==> config.mk <==
export PLATFORM = sky130hd
export DESIGN_NAME = srmb_frontend
export DESIGN_NICKNAME = d
export VERILOG_FILES = /design/src/core/srmb_frontend.v
export VERILOG_INCLUDE_DIRS = /design/src /design/src/core
export SDC_FILE = /design/constraint.sdc
export NUM_CORES = 1
export LEC_CHECK = 0
export BUFFER_PORTS_ARGS = -buffer_cell sky130_fd_sc_hd__clkbuf_2
export CAP_MARGIN = 20
export CORE_AREA = 2 2 67 133
export CTS_CLUSTER_DIAMETER = 150
export DETAILED_ROUTE_END_ITERATION = 8
export DIE_AREA = 0 0 69 135
export HOLD_SLACK_MARGIN = 0.03
export PLACE_DENSITY = 0.72
export SLEW_MARGIN = 20
export SYNTH_ARGS = -nofsm -noshare
export SYNTH_HDL_FRONTEND = slang
export SYNTH_SLANG_ARGS = --single-unit
export TNS_END_PERCENT = 100
==> constraint.sdc <==
create_clock -name clk_sys -period 1.9 [get_ports clk_sys]
set_clock_uncertainty 0.15 [all_clocks]
set_input_delay 0.38 -clock clk_sys [delete_from_list [all_inputs] [get_ports clk_sys]]
set_output_delay 0.38 -clock clk_sys [all_outputs]
set_load 0.02 [all_outputs]
==> src/core/srmb_consts.vh <==
// constants of the two-wire memory bus front end
`ifndef SRMB_CONSTS_VH
`define SRMB_CONSTS_VH

// select byte type identifiers
`define SRMB_TYPE_ARRAY 4'ha
`define SRMB_TYPE_IDPG 4'hb

// select byte field positions
`define SRMB_SEL_TYPE_HI 7
`define SRMB_SEL_TYPE_LO 4
`define SRMB_SEL_CE_BIT 3
`define SRMB_SEL_ADDR_HI 2
`define SRMB_SEL_ADDR_LO 1
`define SRMB_SEL_DIR_BIT 0

// address byte field positions
`define SRMB_ADDR_PAGE_BIT 7
`define SRMB_ADDR_IDX_HI 3
`define SRMB_ADDR_IDX_LO 0

// bit counting
`define SRMB_BYTE_BITS 4'h8
`define SRMB_CNT_ZERO 4'h0
`define SRMB_CNT_ONE 4'h1

// reset values
`define SRMB_ARRAY_ADDR_RST 10'h000
`define SRMB_ID_INDEX_RST 4'h0
`define SRMB_BYTE_RST 8'h00

`endif

==> src/core/srmb_frontend.v <==
// two-wire target front end of a serial memory, with its receive fifo
`timescale 1ns/1ps
`include "srmb_consts.vh"

// ****************************************************************
// receive fifo
// ****************************************************************
module srmb_fifo #(
  parameter WIDTH = 8,
  parameter DEPTH = 4,
  parameter AW = 2
) (
  input wire clk_sys,
  input wire sys_rst,
  input wire in_valid,
  output reg in_ready,
  input wire [WIDTH-1:0] in_data,
  output reg out_valid,
  input wire out_ready,
  output wire [WIDTH-1:0] out_data
);
  reg [WIDTH-1:0] mem_q [0:DEPTH-1];
  reg [AW-1:0] wr_ptr_q;
  reg [AW-1:0] rd_ptr_q;
  reg [AW:0] count_q;
  reg [AW:0] count_d;
  wire push;
  wire pop;

  assign push = in_valid & in_ready;
  assign pop = out_valid & out_ready;
  assign out_data = mem_q[rd_ptr_q];

  always @*
  begin
    count_d = count_q;
    if (push & ~pop)
      count_d = count_q + 1'b1;
    else if (pop & ~push)
      count_d = count_q - 1'b1;
  end

  // flags follow the next count so they are flip-flops, not decode
  always @(posedge clk_sys)
  begin
    if (sys_rst)
    begin
      wr_ptr_q <= {AW{1'b0}};
      rd_ptr_q <= {AW{1'b0}};
      count_q <= {(AW+1){1'b0}};
      in_ready <= 1'b1;
      out_valid <= 1'b0;
    end
    else
    begin
      if (push)
      begin
        mem_q[wr_ptr_q] <= in_data;
        wr_ptr_q <= wr_ptr_q + 1'b1;
      end
      if (pop)
        rd_ptr_q <= rd_ptr_q + 1'b1;
      count_q <= count_d;
      in_ready <= (count_d != DEPTH[AW:0]);
      out_valid <= (count_d != {(AW+1){1'b0}});
    end
  end
endmodule // srmb_fifo

// What this block does
// - start is data falling while clock high
// - watch for start except during write cycle
// - stop is data rising with clock high; ends transfer
// - stop after write data ack starts write
// - capture data bit on rising clock edge
// - release after eight bits; receiver acks ninth
// - ack only type 1010b or 1011b
// - chip-enable bit must equal strap level
// - select bit zero: one read, zero write
// - select layout: type, enable, a9 a8, direction
// - page access ignores select bits two, one
// - bytes arrive most significant bit first
// - mismatch releases bus, standby until start
// - matched select acked, then address acked on write select only
// - array address is a9 a8 plus byte
// - page b7 zero index b3..b0; lock b7 one
// - always target, never initiates transfers
// - write protect nacks data bytes only
module srmb_frontend #(
  parameter FIFO_DEPTH = 4,
  parameter FIFO_AW = 2
) (
  input wire clk_sys,
  input wire sys_rst,
  input wire scl_in,
  input wire sda_in,
  output reg sda_out,
  output reg sda_oe_n,
  input wire chip_enable_strap,
  input wire write_protect_input,
  input wire write_busy,
  output reg start_pulse,
  output reg stop_pulse,
  output reg sel_active,
  output reg sel_id_page,
  output reg sel_read,
  output reg addr_valid,
  output reg [9:0] array_addr,
  output reg [3:0] id_index,
  output reg lock_cmd,
  output reg write_start,
  output reg rx_valid,
  input wire rx_ready,
  output reg [7:0] rx_data
);
  // ****************************************************************
  // states
  // ****************************************************************
  localparam ST_IDLE = 3'b000;
  localparam ST_SEL = 3'b001;
  localparam ST_ADDR = 3'b010;
  localparam ST_DATA = 3'b011;
  localparam ST_HOLD = 3'b100;

  // ****************************************************************
  // pin synchronisers
  // ****************************************************************
  reg scl_m_q, scl_s_q, scl_p_q;
  reg sda_m_q, sda_s_q, sda_p_q;
  reg ce_m_q, ce_s_q;
  reg wp_m_q, wp_s_q;

  always @(posedge clk_sys)
  begin
    if (sys_rst)
    begin
      scl_m_q <= 1'b1;
      scl_s_q <= 1'b1;
      scl_p_q <= 1'b1;
      sda_m_q <= 1'b1;
      sda_s_q <= 1'b1;
      sda_p_q <= 1'b1;
      ce_m_q <= 1'b0;
      ce_s_q <= 1'b0;
      wp_m_q <= 1'b0;
      wp_s_q <= 1'b0;
    end
    else
    begin
      scl_m_q <= scl_in;
      scl_s_q <= scl_m_q;
      scl_p_q <= scl_s_q;
      sda_m_q <= sda_in;
      sda_s_q <= sda_m_q;
      sda_p_q <= sda_s_q;
      ce_m_q <= chip_enable_strap;
      ce_s_q <= ce_m_q;
      wp_m_q <= write_protect_input;
      wp_s_q <= wp_m_q;
    end
  end

  wire scl_rise = scl_s_q & ~scl_p_q;
  wire scl_fall = ~scl_s_q & scl_p_q;
  wire scl_high = scl_s_q & scl_p_q;
  // ack drive only moves while the clock is low, so it never fakes these
  wire start_det = scl_high & sda_p_q & ~sda_s_q & ~write_busy;
  wire stop_det = scl_high & ~sda_p_q & sda_s_q;

  // ****************************************************************
  // byte engine and decode
  // ****************************************************************
  reg [2:0] state_q;
  reg [3:0] bit_cnt_q;
  reg [7:0] shift_q;
  reg ack_slot_q;
  reg wr_armed_q;
  reg push_q;
  reg [7:0] push_data_q;
  wire fifo_in_ready;
  wire fifo_out_valid;
  wire [7:0] fifo_out_data;

  wire [3:0] sel_type = shift_q[`SRMB_SEL_TYPE_HI:`SRMB_SEL_TYPE_LO];
  wire type_ok = (sel_type == `SRMB_TYPE_ARRAY) | (sel_type == `SRMB_TYPE_IDPG);
  wire ce_ok = (shift_q[`SRMB_SEL_CE_BIT] == ce_s_q);
  wire byte_end = (bit_cnt_q == `SRMB_BYTE_BITS) & ~ack_slot_q;
  // a full fifo refuses the byte with nack: back-pressure the master can see
  wire data_ack = ~wp_s_q & fifo_in_ready & ~push_q;

  always @(posedge clk_sys)
  begin
    if (sys_rst)
    begin
      state_q <= ST_IDLE;
      bit_cnt_q <= `SRMB_CNT_ZERO;
      shift_q <= `SRMB_BYTE_RST;
      ack_slot_q <= 1'b0;
      wr_armed_q <= 1'b0;
      push_q <= 1'b0;
      push_data_q <= `SRMB_BYTE_RST;
      sda_out <= 1'b0;
      sda_oe_n <= 1'b1;
      start_pulse <= 1'b0;
      stop_pulse <= 1'b0;
      sel_active <= 1'b0;
      sel_id_page <= 1'b0;
      sel_read <= 1'b0;
      addr_valid <= 1'b0;
      array_addr <= `SRMB_ARRAY_ADDR_RST;
      id_index <= `SRMB_ID_INDEX_RST;
      lock_cmd <= 1'b0;
      write_start <= 1'b0;
    end
    else
    begin
      sda_out <= 1'b0;
      start_pulse <= 1'b0;
      stop_pulse <= 1'b0;
      addr_valid <= 1'b0;
      write_start <= 1'b0;
      if (push_q & fifo_in_ready)
        push_q <= 1'b0;
      if (start_det)
      begin
        // restart select reception from any point of a transfer
        state_q <= ST_SEL;
        bit_cnt_q <= `SRMB_CNT_ZERO;
        ack_slot_q <= 1'b0;
        wr_armed_q <= 1'b0;
        sda_oe_n <= 1'b1;
        sel_active <= 1'b0;
        start_pulse <= 1'b1;
      end
      else if (stop_det)
      begin
        if (wr_armed_q & ~sel_read)
          write_start <= 1'b1;
        state_q <= ST_IDLE;
        bit_cnt_q <= `SRMB_CNT_ZERO;
        ack_slot_q <= 1'b0;
        wr_armed_q <= 1'b0;
        sda_oe_n <= 1'b1;
        sel_active <= 1'b0;
        stop_pulse <= 1'b1;
      end
      else if ((state_q == ST_SEL) | (state_q == ST_ADDR) | (state_q == ST_DATA))
      begin
        if (scl_rise & ~ack_slot_q)
        begin
          shift_q <= {shift_q[6:0], sda_s_q};
          bit_cnt_q <= bit_cnt_q + `SRMB_CNT_ONE;
          // a stop has to raise the clock once first, so only the second rise disarms
          wr_armed_q <= wr_armed_q & (bit_cnt_q == `SRMB_CNT_ZERO);
        end
        else if (scl_fall & byte_end)
        begin
          ack_slot_q <= 1'b1;
          case (state_q)
            ST_SEL:
            begin
              if (type_ok & ce_ok)
              begin
                sda_oe_n <= 1'b0;
                sel_active <= 1'b1;
                sel_id_page <= (sel_type == `SRMB_TYPE_IDPG);
                sel_read <= shift_q[`SRMB_SEL_DIR_BIT];
                if (sel_type == `SRMB_TYPE_ARRAY)
                  // page access leaves the upper address bits alone
                  array_addr[9:8] <= shift_q[`SRMB_SEL_ADDR_HI:`SRMB_SEL_ADDR_LO];
              end
            end
            ST_ADDR:
            begin
              sda_oe_n <= 1'b0;
              addr_valid <= 1'b1;
              if (sel_id_page)
              begin
                lock_cmd <= shift_q[`SRMB_ADDR_PAGE_BIT];
                id_index <= shift_q[`SRMB_ADDR_IDX_HI:`SRMB_ADDR_IDX_LO];
              end
              else
              begin
                lock_cmd <= 1'b0;
                array_addr[7:0] <= shift_q;
              end
            end
            ST_DATA:
            begin
              if (data_ack)
              begin
                sda_oe_n <= 1'b0;
                wr_armed_q <= 1'b1;
                push_q <= 1'b1;
                push_data_q <= shift_q;
              end
            end
            default:
            begin
              sda_oe_n <= 1'b1;
            end
          endcase
        end
        else if (scl_fall & ack_slot_q)
        begin
          sda_oe_n <= 1'b1;
          ack_slot_q <= 1'b0;
          bit_cnt_q <= `SRMB_CNT_ZERO;
          case (state_q)
            ST_SEL:
            begin
              if (~sel_active)
                state_q <= ST_IDLE;
              else if (sel_read)
                // read data path lives outside this block
                state_q <= ST_HOLD;
              else
                state_q <= ST_ADDR;
            end
            ST_ADDR:
              state_q <= ST_DATA;
            ST_DATA:
              state_q <= ST_DATA;
            default:
              state_q <= ST_IDLE;
          endcase
        end
      end
      else
      begin
        sda_oe_n <= 1'b1;
      end
    end
  end

  // ****************************************************************
  // receive fifo and its output stage
  // ****************************************************************
  srmb_fifo #(
    .WIDTH(8),
    .DEPTH(FIFO_DEPTH),
    .AW(FIFO_AW)
  ) u_fifo (
    .clk_sys(clk_sys),
    .sys_rst(sys_rst),
    .in_valid(push_q),
    .in_ready(fifo_in_ready),
    .in_data(push_data_q),
    .out_valid(fifo_out_valid),
    .out_ready(~rx_valid | rx_ready),
    .out_data(fifo_out_data)
  );

  // skid register keeps rx outputs on flip-flops
  always @(posedge clk_sys)
  begin
    if (sys_rst)
    begin
      rx_valid <= 1'b0;
      rx_data <= `SRMB_BYTE_RST;
    end
    else if (~rx_valid | rx_ready)
    begin
      rx_valid <= fifo_out_valid;
      if (fifo_out_valid)
        rx_data <= fifo_out_data;
    end
  end
endmodule // srmb_frontend

==> results of run 1 <==
[sequential cells by signal (all words and copies together), names as in the netlist, 2 cells and up]
| register | cells |
|---|---|
| state_q | 3 |
| u_fifo.wr_ptr_q | 2 |
| id_index | 4 |
| u_fifo.rd_ptr_q | 2 |
| u_fifo.count_q | 3 |
| u_fifo.mem_q | 32 |
| array_addr | 10 |
| shift_q | 8 |
| rx_data | 8 |
| bit_cnt_q | 4 |
| push_data_q | 8 |
[Yosys cell counts (2+ instances only)]
library cell                n  area (µm²)
sky130_fd_sc_hd__and3b_1    2        17.5
sky130_fd_sc_hd__nor2b_1    6        37.5
sky130_fd_sc_hd__nand2_1   49         184
sky130_fd_sc_hd__xnor2_1    4        35.0
sky130_fd_sc_hd__nand3_1    9        45.0
sky130_fd_sc_hd__xor2_1     2        17.5
sky130_fd_sc_hd__or2_2      7        43.8
sky130_fd_sc_hd__and2_1     3        18.8
sky130_fd_sc_hd__ha_1       8         100
sky130_fd_sc_hd__o21ai_0    5        25.0
sky130_fd_sc_hd__clkbuf_1  10        37.5
sky130_fd_sc_hd__dfxtp_1   77        1540
sky130_fd_sc_hd__inv_1     11        41.3
sky130_fd_sc_hd__buf_1      2        7.51
sky130_fd_sc_hd__mux2i_1   23         230
sky130_fd_sc_hd__a21oi_1   26         130
sky130_fd_sc_hd__o22a_1     2        17.5
sky130_fd_sc_hd__nor2_1    42         158
sky130_fd_sc_hd__nand3b_1   2        15.0
sky130_fd_sc_hd__nor3b_1    6        45.0
sky130_fd_sc_hd__edfxtp_1  32         961
sky130_fd_sc_hd__o21bai_1   2        15.0
sky130_fd_sc_hd__buf_4      3        22.5
sky130_fd_sc_hd__buf_2      2        10.0
sky130_fd_sc_hd__mux4_2     8         180
sky130_fd_sc_hd__nor3_1     4        20.0
sky130_fd_sc_hd__nand2b_1   3        18.8
[per-layer routing]
| layer | wire length [µm] | GRT usage (%) | vias up |
|---|---|---|---|
| met3 | 270 | 3.28 | 16 |
| met1 | 2920 | 19.1 | 1379 |
| met2 | 5020 | 37.0 | 66 |
| met4 | 259 | 9.91 | 0 |
| met5 | 0 | 0 | - |
| li1 | - | - | 1413 |
[metrics by stage]
stage | std cells | power, mW | area, µm² | hold WS [ns] | setup TNS [ns]
global route | 537 | 5.46 | 5000 | 0.0678 | 0
detailed placement | 519 | 3.50 | 4650 | 0.245 | 0
floorplan | 375 | 3.27 | 4200 | 0.239 | -1.51
CTS | 535 | 5.28 | 4950 | 0.0674 | 0
finish | 537 | 5.22 | 5000 | 0.0771 | 0
global placement | 519 | 3.47 | 4650 | 0.241 | 0
[logic make-up after synthesis]
logic type / Yosys count / share of synthesized area, %
compound gates: 45 / 6.52
xor+xnor: 6 / 1.25
fa+ha+maj: 8 / 2.38
buf+inv: 28 / 2.83
flops: 109 / 59.6
mux: 33 / 10.4
other cells: 1 / 0.0893
simple gates: 145 / 17.0
[power by group through the flow]
| stage | sequential, mW | clock, mW | combinational, mW |
|---|---|---|---|
| 6_report | 2.61 | 1.79 | 0.827 |
| 5_1_grt | 2.63 | 1.92 | 0.916 |
| 4_1_cts | 2.61 | 1.83 | 0.846 |
| 3_5_place_dp | 2.66 | 0 | 0.839 |
| 3_3_place_gp | 2.65 | 0 | 0.814 |
| 2_1_floorplan | 2.70 | 0 | 0.572 |
[final timing paths]
kind | from | end | cells after the start | slack [ns]
worst max-delay path | bit_cnt_q[1] | lock_cmd | 7 | 0.05
worst min-delay path | sda_in | sda_m_q | 2 | 0.08
worst max register to register | bit_cnt_q[1] | lock_cmd | 7 | 0.05
worst min register to register | scl_m_q | scl_s_q | 1 | 0.26
[worst register-to-register path, cell delays in order, from the launching register on]
cell                       delay, ns
sky130_fd_sc_hd__dfxtp_2        0.33
sky130_fd_sc_hd__inv_2          0.06
sky130_fd_sc_hd__ha_4           0.12
sky130_fd_sc_hd__and4bb_2       0.27
sky130_fd_sc_hd__nand3_4        0.11
sky130_fd_sc_hd__or4b_4         0.57
sky130_fd_sc_hd__nand2_2        0.07
sky130_fd_sc_hd__a21oi_1        0.05
[layout make-up]
type                       instances  area (µm²)  area share, %
clock buffer                      15         288           5.76
timing repair buffer              65         415           8.31
sequential                       109        2500           50.1
tap                               98         123           2.45
clock inverter                     1        5.00          0.100
multi-input combinational        238        1620           32.5
inverter                          11        41.3          0.826
[what timing repair did]
| action | 4_1_cts | 5_1_grt |
|---|---|---|
| hold endpoints to repair | 0 | 0 |
| setup endpoints to repair | 1 | 22 |
| hold buffers | 0 | 0 |
| buffers inserted | 0 | 2 |
| pin swaps | 0 | 4 |
| resized for setup | 2 | 14 |
==> summary.md, run 1 <==
| Metric | Value |
|---|---|
| Starting utilization of the core area | `between 50% and 60%` |
| Max H-tree Level | `3` |
| Most frequent cells in the layout | `sky130_fd_sc_hd__dfxtp_1 (75), sky130_fd_sc_hd__nand2_1 (48), sky130_fd_sc_hd__nor2_1 (42), sky130_fd_sc_hd__clkbuf_2 (39), sky130_fd_sc_hd__edfxtp_1 (32)` |
| Worst vdd ir | `0.674 mV` |
| Layout cells sized above 1 | `25.7%` |
| Internal | `approximately 4 mW` |
| Final net count | `between 400 and 500` |
| Clock root buffer master | `sky130_fd_sc_hd__clkbuf_16` |
| # DRC | `0` |
| Full die area | `around 9300 µm²` |
| Yosys cell types | `52` |
| Net switching power figure | `~1.3 mW` |
| Average cell area after synthesis | `11.2 µm²` |
| Most common cell after layout, fill and taps aside | `sky130_fd_sc_hd__dfxtp_1` |
| Core area | `8230 µm²` |
| DR iter-0 viols | `around 160` |
| Post-layout min period | `around 1.8 ns` |
| Largest delay contributor family on the critical path | `simple AND/OR/NAND/NOR gates` |
| X dimension of the die | `69 µm` |
| Register bit total from synthesis | `approximately 110` |
| Global-route wire length before repair | `13,900 µm` |
| Setup repair after global routing missed its margin | `false` |
| Overflow left after global routing | `0` |
| Commonest register cell after synthesis | `sky130_fd_sc_hd__dfxtp_1` |
| Maximum clock rate | `542 MHz` |
| Slowest stage cell on the critical path | `sky130_fd_sc_hd__or4b_4` |
| Die H | `between 100 and 150 µm` |
| Share of async-settable or async-resettable flops after synthesis | `0%` |
| Number of buffers between clock root and the deepest sink | `2` |
| Critical Path, Cell by Cell | `inv_2 -> ha_4 -> and4bb_2 -> nand3_4 -> or4b_4 -> nand2_2 -> a21oi_1` |
| Via count of the routed design | `~2,900` |
| Net count after synthesis | `391` |
| Number of maximum-capacitance violations | `0` |
| Sequential-to-total area share from yosys stat | `59.6%` |
| Reg power frac | `roughly half` |
| Final-report setup violation count | `0` |
| Critical path type | `flip-flop to flip-flop` |
| Combinational share of power | `15.8%` |
| Final HPWL from detailed placement | `around 6200 µm` |
| Final cell utilization of the core | `60.7%` |
| Total track usage | `19.2%` |
| Type of origin of the critical path | `flip-flop` |
| Area Growth Syn to Fin | `19.0%` |
| Total standard cell area after synthesis | `~4200 µm²` |
| Wirelength, routed | `8470 µm` |
| Slack of the critical path | `around 0.054 ns` |
| Number of optimization iterations in the first detailed-route pass | `4` |
| Drt via density | `5.35` |
| Number of max-slew violations in the final report | `0` |
| Clock tree from TritonCTS | `done` |
| Worst-path fanout max | `6` |
| Gate count after technology mapping | `between 300 and 400` |
| Switching power share of the total | `about a quarter` |
| Maximum number of pins on one net before global-route repair | `48` |
| Clock sink total | `109` |
| Worst path max stage delay | `approximately 0.57 ns` |
| Number of global-route vias before repair | `about 3,000` |
| Diode insertion count for antenna repair | `0` |
| Number of inserted filler cells in the final layout | `696` |
| Required @ worst endpoint | `1.97 ns` |
| Worst hold path class | `input pin to flip-flop` |
| Insertion delay to the later sink of the worst-skew pair | `~0.33 ns` |
| Top-Level Pins | `41` |
| Number of synthesized flops with an enable pin | `32` |
| Initial antenna violation count | `0` |
| Post-DR wirelength/cell | `15.8 µm` |
| Leakage dissipation | `about 2.0 nW` |
| Share of the clock period used by the worst path after layout | `97.1%` |
| Worst-path clk slew | `0.07 ns` |
| DP Worst Slack | `between 0.009 and 0.01 ns` |
| Port bufs | `39` |
| Worst path buffer plus inverter count | `1` |
| Cell Rows | `47` |
| Power per cell area | `approximately 1000 nW/µm²` |
| Nature of the critical path endpoint | `flip-flop` |
| Yosys warns | `0` |
| Endpoints failing hold | `0` |
| Clk pwr share | `34.3%` |
| Arrival @ worst endpoint | `1.92 ns` |
| Number of nets with antenna violations after routing | `0` |
| RePlAce Congestion | `between 0.8 and 0.9` |
| Number of clock buffers inserted by TritonCTS | `9` |
| Run status | `finished, final reports clean` |
Power figures use the tool's default switching activity.
==> inputs of run 2 (changes only) <==
Settings changed: PLACE_DENSITY 0.72 to 0.76.
==> run 2 against run 1 <==
First-iteration DRC count shrank 30%. Cell count fell by 0.56%. Core utilization down 0.15 points. Via count decreased by 0.38%. Register-to-register slack about the same. Wire length is 2.9% lower. Worst setup slack better by 0.013 ns. Critical path depth did not move. Power grew 2.3%. Die area is the same.
==> summary.md, run 2 (synthesized netlist as in run 1, its figures left out) <==
| Metric | Value |
|---|---|
| Run status | `finished, final reports clean` |
| Core area | `8230 µm² (unchanged)` |
| Power per cell area | `1070 nW/µm² (+2.6%)` |
| End of the worst register-to-register path | `lock_cmd` |
| Starting utilization of the core area | `51.0% (unchanged)` |
| Global-route wire length before repair | `13,400 µm (-3.8%)` |
| Critical Path, Cell by Cell | `inv_2 -> ha_2 -> and4bb_1 -> nand3_2 -> or4b_4 -> nand2_1 -> a21oi_1` |
| Area Growth Syn to Fin | `18.7%` |
| Post-DR wirelength/cell | `15.4 µm (-2.3%)` |
| Maximum number of pins on one net before global-route repair | `38 (-21%)` |
| Most frequent cells in the layout | `sky130_fd_sc_hd__dfxtp_1 (74), sky130_fd_sc_hd__nand2_1 (49), sky130_fd_sc_hd__nor2_1 (42), sky130_fd_sc_hd__clkbuf_2 (39), sky130_fd_sc_hd__edfxtp_1 (32)` |
| Worst-path fanout max | `6 (unchanged)` |
| Max H-tree Level | `3 (unchanged)` |
| Die H | `135 µm (unchanged)` |
| Diode insertion count for antenna repair | `0 (unchanged)` |
| Via count of the routed design | `2,863 (-0.38%)` |
| Top flop regs | `u_fifo.mem_q x32, array_addr x10` |
| Total of hold buffers inserted after clock tree synthesis | `0 (unchanged)` |
| Slack of the critical path | `0.0669 ns (+0.0128 ns)` |
| Initial antenna violation count | `0 (unchanged)` |
| Number of buffers between clock root and the deepest sink | `2 (unchanged)` |
| WP depth | `7 (unchanged)` |
| Setup repair after global routing missed its margin | `false` |
| Number of global-route vias before repair | `2,890 (-2.0%)` |
| Layout cells sized above 1 | `25.0% (-0.74 points)` |
| Worst path buffer plus inverter count | `1 (unchanged)` |
| Largest delay contributor family on the critical path | `simple AND/OR/NAND/NOR gates` |
| Clock sink total | `109 (unchanged)` |
| Clock tree from TritonCTS | `done` |
| Startpoint of the tightest hold check path | `scl_in` |
| Power consumption | `5.35 mW (+2.3%)` |
| DP Worst Slack | `0.0172 ns (+0.00792 ns)` |
| Max reg flops | `32 (unchanged)` |
| Final total negative setup slack | `0 ns (unchanged)` |
| Cells on Worst Hold Path | `2 (unchanged)` |
| Number of max-slew violations in the final report | `0 (unchanged)` |
| Final HPWL from detailed placement | `6140 µm (-1.4%)` |
| Worst-path clk slew | `0.07 ns (about the same)` |
| Total track usage | `18.5% (-0.67 points)` |
| Worst path max stage delay | `0.51 ns (-0.06 ns)` |
| Port bufs | `39 (unchanged)` |
| Arrival @ worst endpoint | `1.90 ns (-0.02 ns)` |
| Maximum clock rate | `546 MHz (+0.70%)` |
| Overflow left after global routing | `0 (unchanged)` |
| DR iter-0 viols | `114 (-30%)` |
| Endpoints failing hold | `0 (unchanged)` |
| Slowest stage cell on the critical path | `sky130_fd_sc_hd__or4b_4` |
| Number of maximum-capacitance violations | `0 (unchanged)` |
| Worst vdd ir | `0.703 mV (+4.4%)` |
| Top-Level Pins | `41 (unchanged)` |
| Number of nets with antenna violations after routing | `0 (unchanged)` |
| Area of the multi-input gates | `1600 µm² (-1.3%)` |
| Cell Rows | `47 (unchanged)` |
| Leakage dissipation | `2.05 nW (-0.16%)` |
| Type of origin of the critical path | `flip-flop` |
| Full die area | `9320 µm² (unchanged)` |
| Drt via density | `5.36 (+0.18%)` |
| Most common cell after layout, fill and taps aside | `sky130_fd_sc_hd__dfxtp_1` |
| Count of cells along the worst register-to-register path | `7 (unchanged)` |
| Clock root buffer master | `sky130_fd_sc_hd__clkbuf_16` |
| Insertion delay to the later sink of the worst-skew pair | `0.34 ns (about the same)` |
| # DRC | `0 (unchanged)` |
| Worst hold endpoint | `scl_m_q` |
| Register ranked first by flip-flop count | `u_fifo.mem_q` |
| Required @ worst endpoint | `1.96 ns (about the same)` |
| Wirelength, routed | `8230 µm (-2.9%)` |
| Critical path type | `flip-flop to flip-flop` |
| Share of the clock period used by the worst path after layout | `96.5% (-0.67 points)` |
| Final-report setup violation count | `0 (unchanged)` |
| Worst hold path class | `input pin to flip-flop` |
| RePlAce Congestion | `0.899 (+8.6%)` |
| Number of optimization iterations in the first detailed-route pass | `4 (unchanged)` |
| Flop2flop setup slack | `0.07 ns (about the same)` |
| Startpoint of the lowest-slack register-to-register path | `bit_cnt_q[1]` |
| X dimension of the die | `69 µm (unchanged)` |
| Nature of the critical path endpoint | `flip-flop` |
| Number of clock buffers inserted by TritonCTS | `9 (unchanged)` |
| Sequential Area | `2510 µm² (about the same)` |
| Final net count | `447 (-0.67%)` |
| Post-layout min period | `1.83 ns (-0.0128 ns)` |
| Number of inserted filler cells in the final layout | `684 (-1.7%)` |
run 2: through the flow:
stage,hold WS (ns),instance area [µm²],instances,util (%)
2_1_floorplan,0.239,4200,375,-
3_3_place_gp,0.245,4640,516,56.3
3_5_place_dp,0.245,4640,516,56.3
4_1_cts,0.0640,4950,532,60.1
5_1_grt,0.0654,4990,534,60.6
6_report,0.0677,4990,534,60.6
run 2: timing repair:
action                                  in CTS  in global routing
buffers inserted                             0                  2
endpoints found under the setup margin       0                 20
gates resized for setup                      0                 11
run 2: how the worst max path moves through the flow:
stage                            start                  to
after global placement    bit_cnt_q[0]         id_index[1]
after floorplan                sys_rst  u_fifo.mem_q[3][0]
final                     bit_cnt_q[1]            lock_cmd
after global routing      bit_cnt_q[1]            lock_cmd
after detailed placement  bit_cnt_q[0]      push_data_q[0]
after CTS                 bit_cnt_q[0]      push_data_q[0]
run 2: routing by layer:
layer	track usage (%)	part of all wire, %
met5	0	0
met4	10.3	3.9
met3	3.88	2.2
met2	36.2	59
met1	17.1	35
run 2: report_power, final:
part           switching [mW]  total, mW  internal (mW)
combinational           0.439      0.827          0.388
clock                   0.803       1.91           1.10
sequential              0.105       2.61           2.51
run 2: layout make-up:
| class | instances | share of cell area (%) |
|---|---|---|
| sequential | 109 | 50.3 |
| multi-input combinational | 238 | 32.1 |
| timing repair buffer | 62 | 8.13 |
| clock buffer | 11 | 5.09 |
| tap | 98 | 2.46 |
| clock inverter | 5 | 1.13 |
| inverter | 11 | 0.828 |
run 2: worst reg2reg max path, stage by stage, from the launching register on:
cell	delay, ns
sky130_fd_sc_hd__dfxtp_2	0.32
sky130_fd_sc_hd__inv_2	0.04
sky130_fd_sc_hd__ha_2	0.16
sky130_fd_sc_hd__and4bb_1	0.24
sky130_fd_sc_hd__nand3_2	0.14
sky130_fd_sc_hd__or4b_4	0.51
sky130_fd_sc_hd__nand2_1	0.09
sky130_fd_sc_hd__a21oi_1	0.06
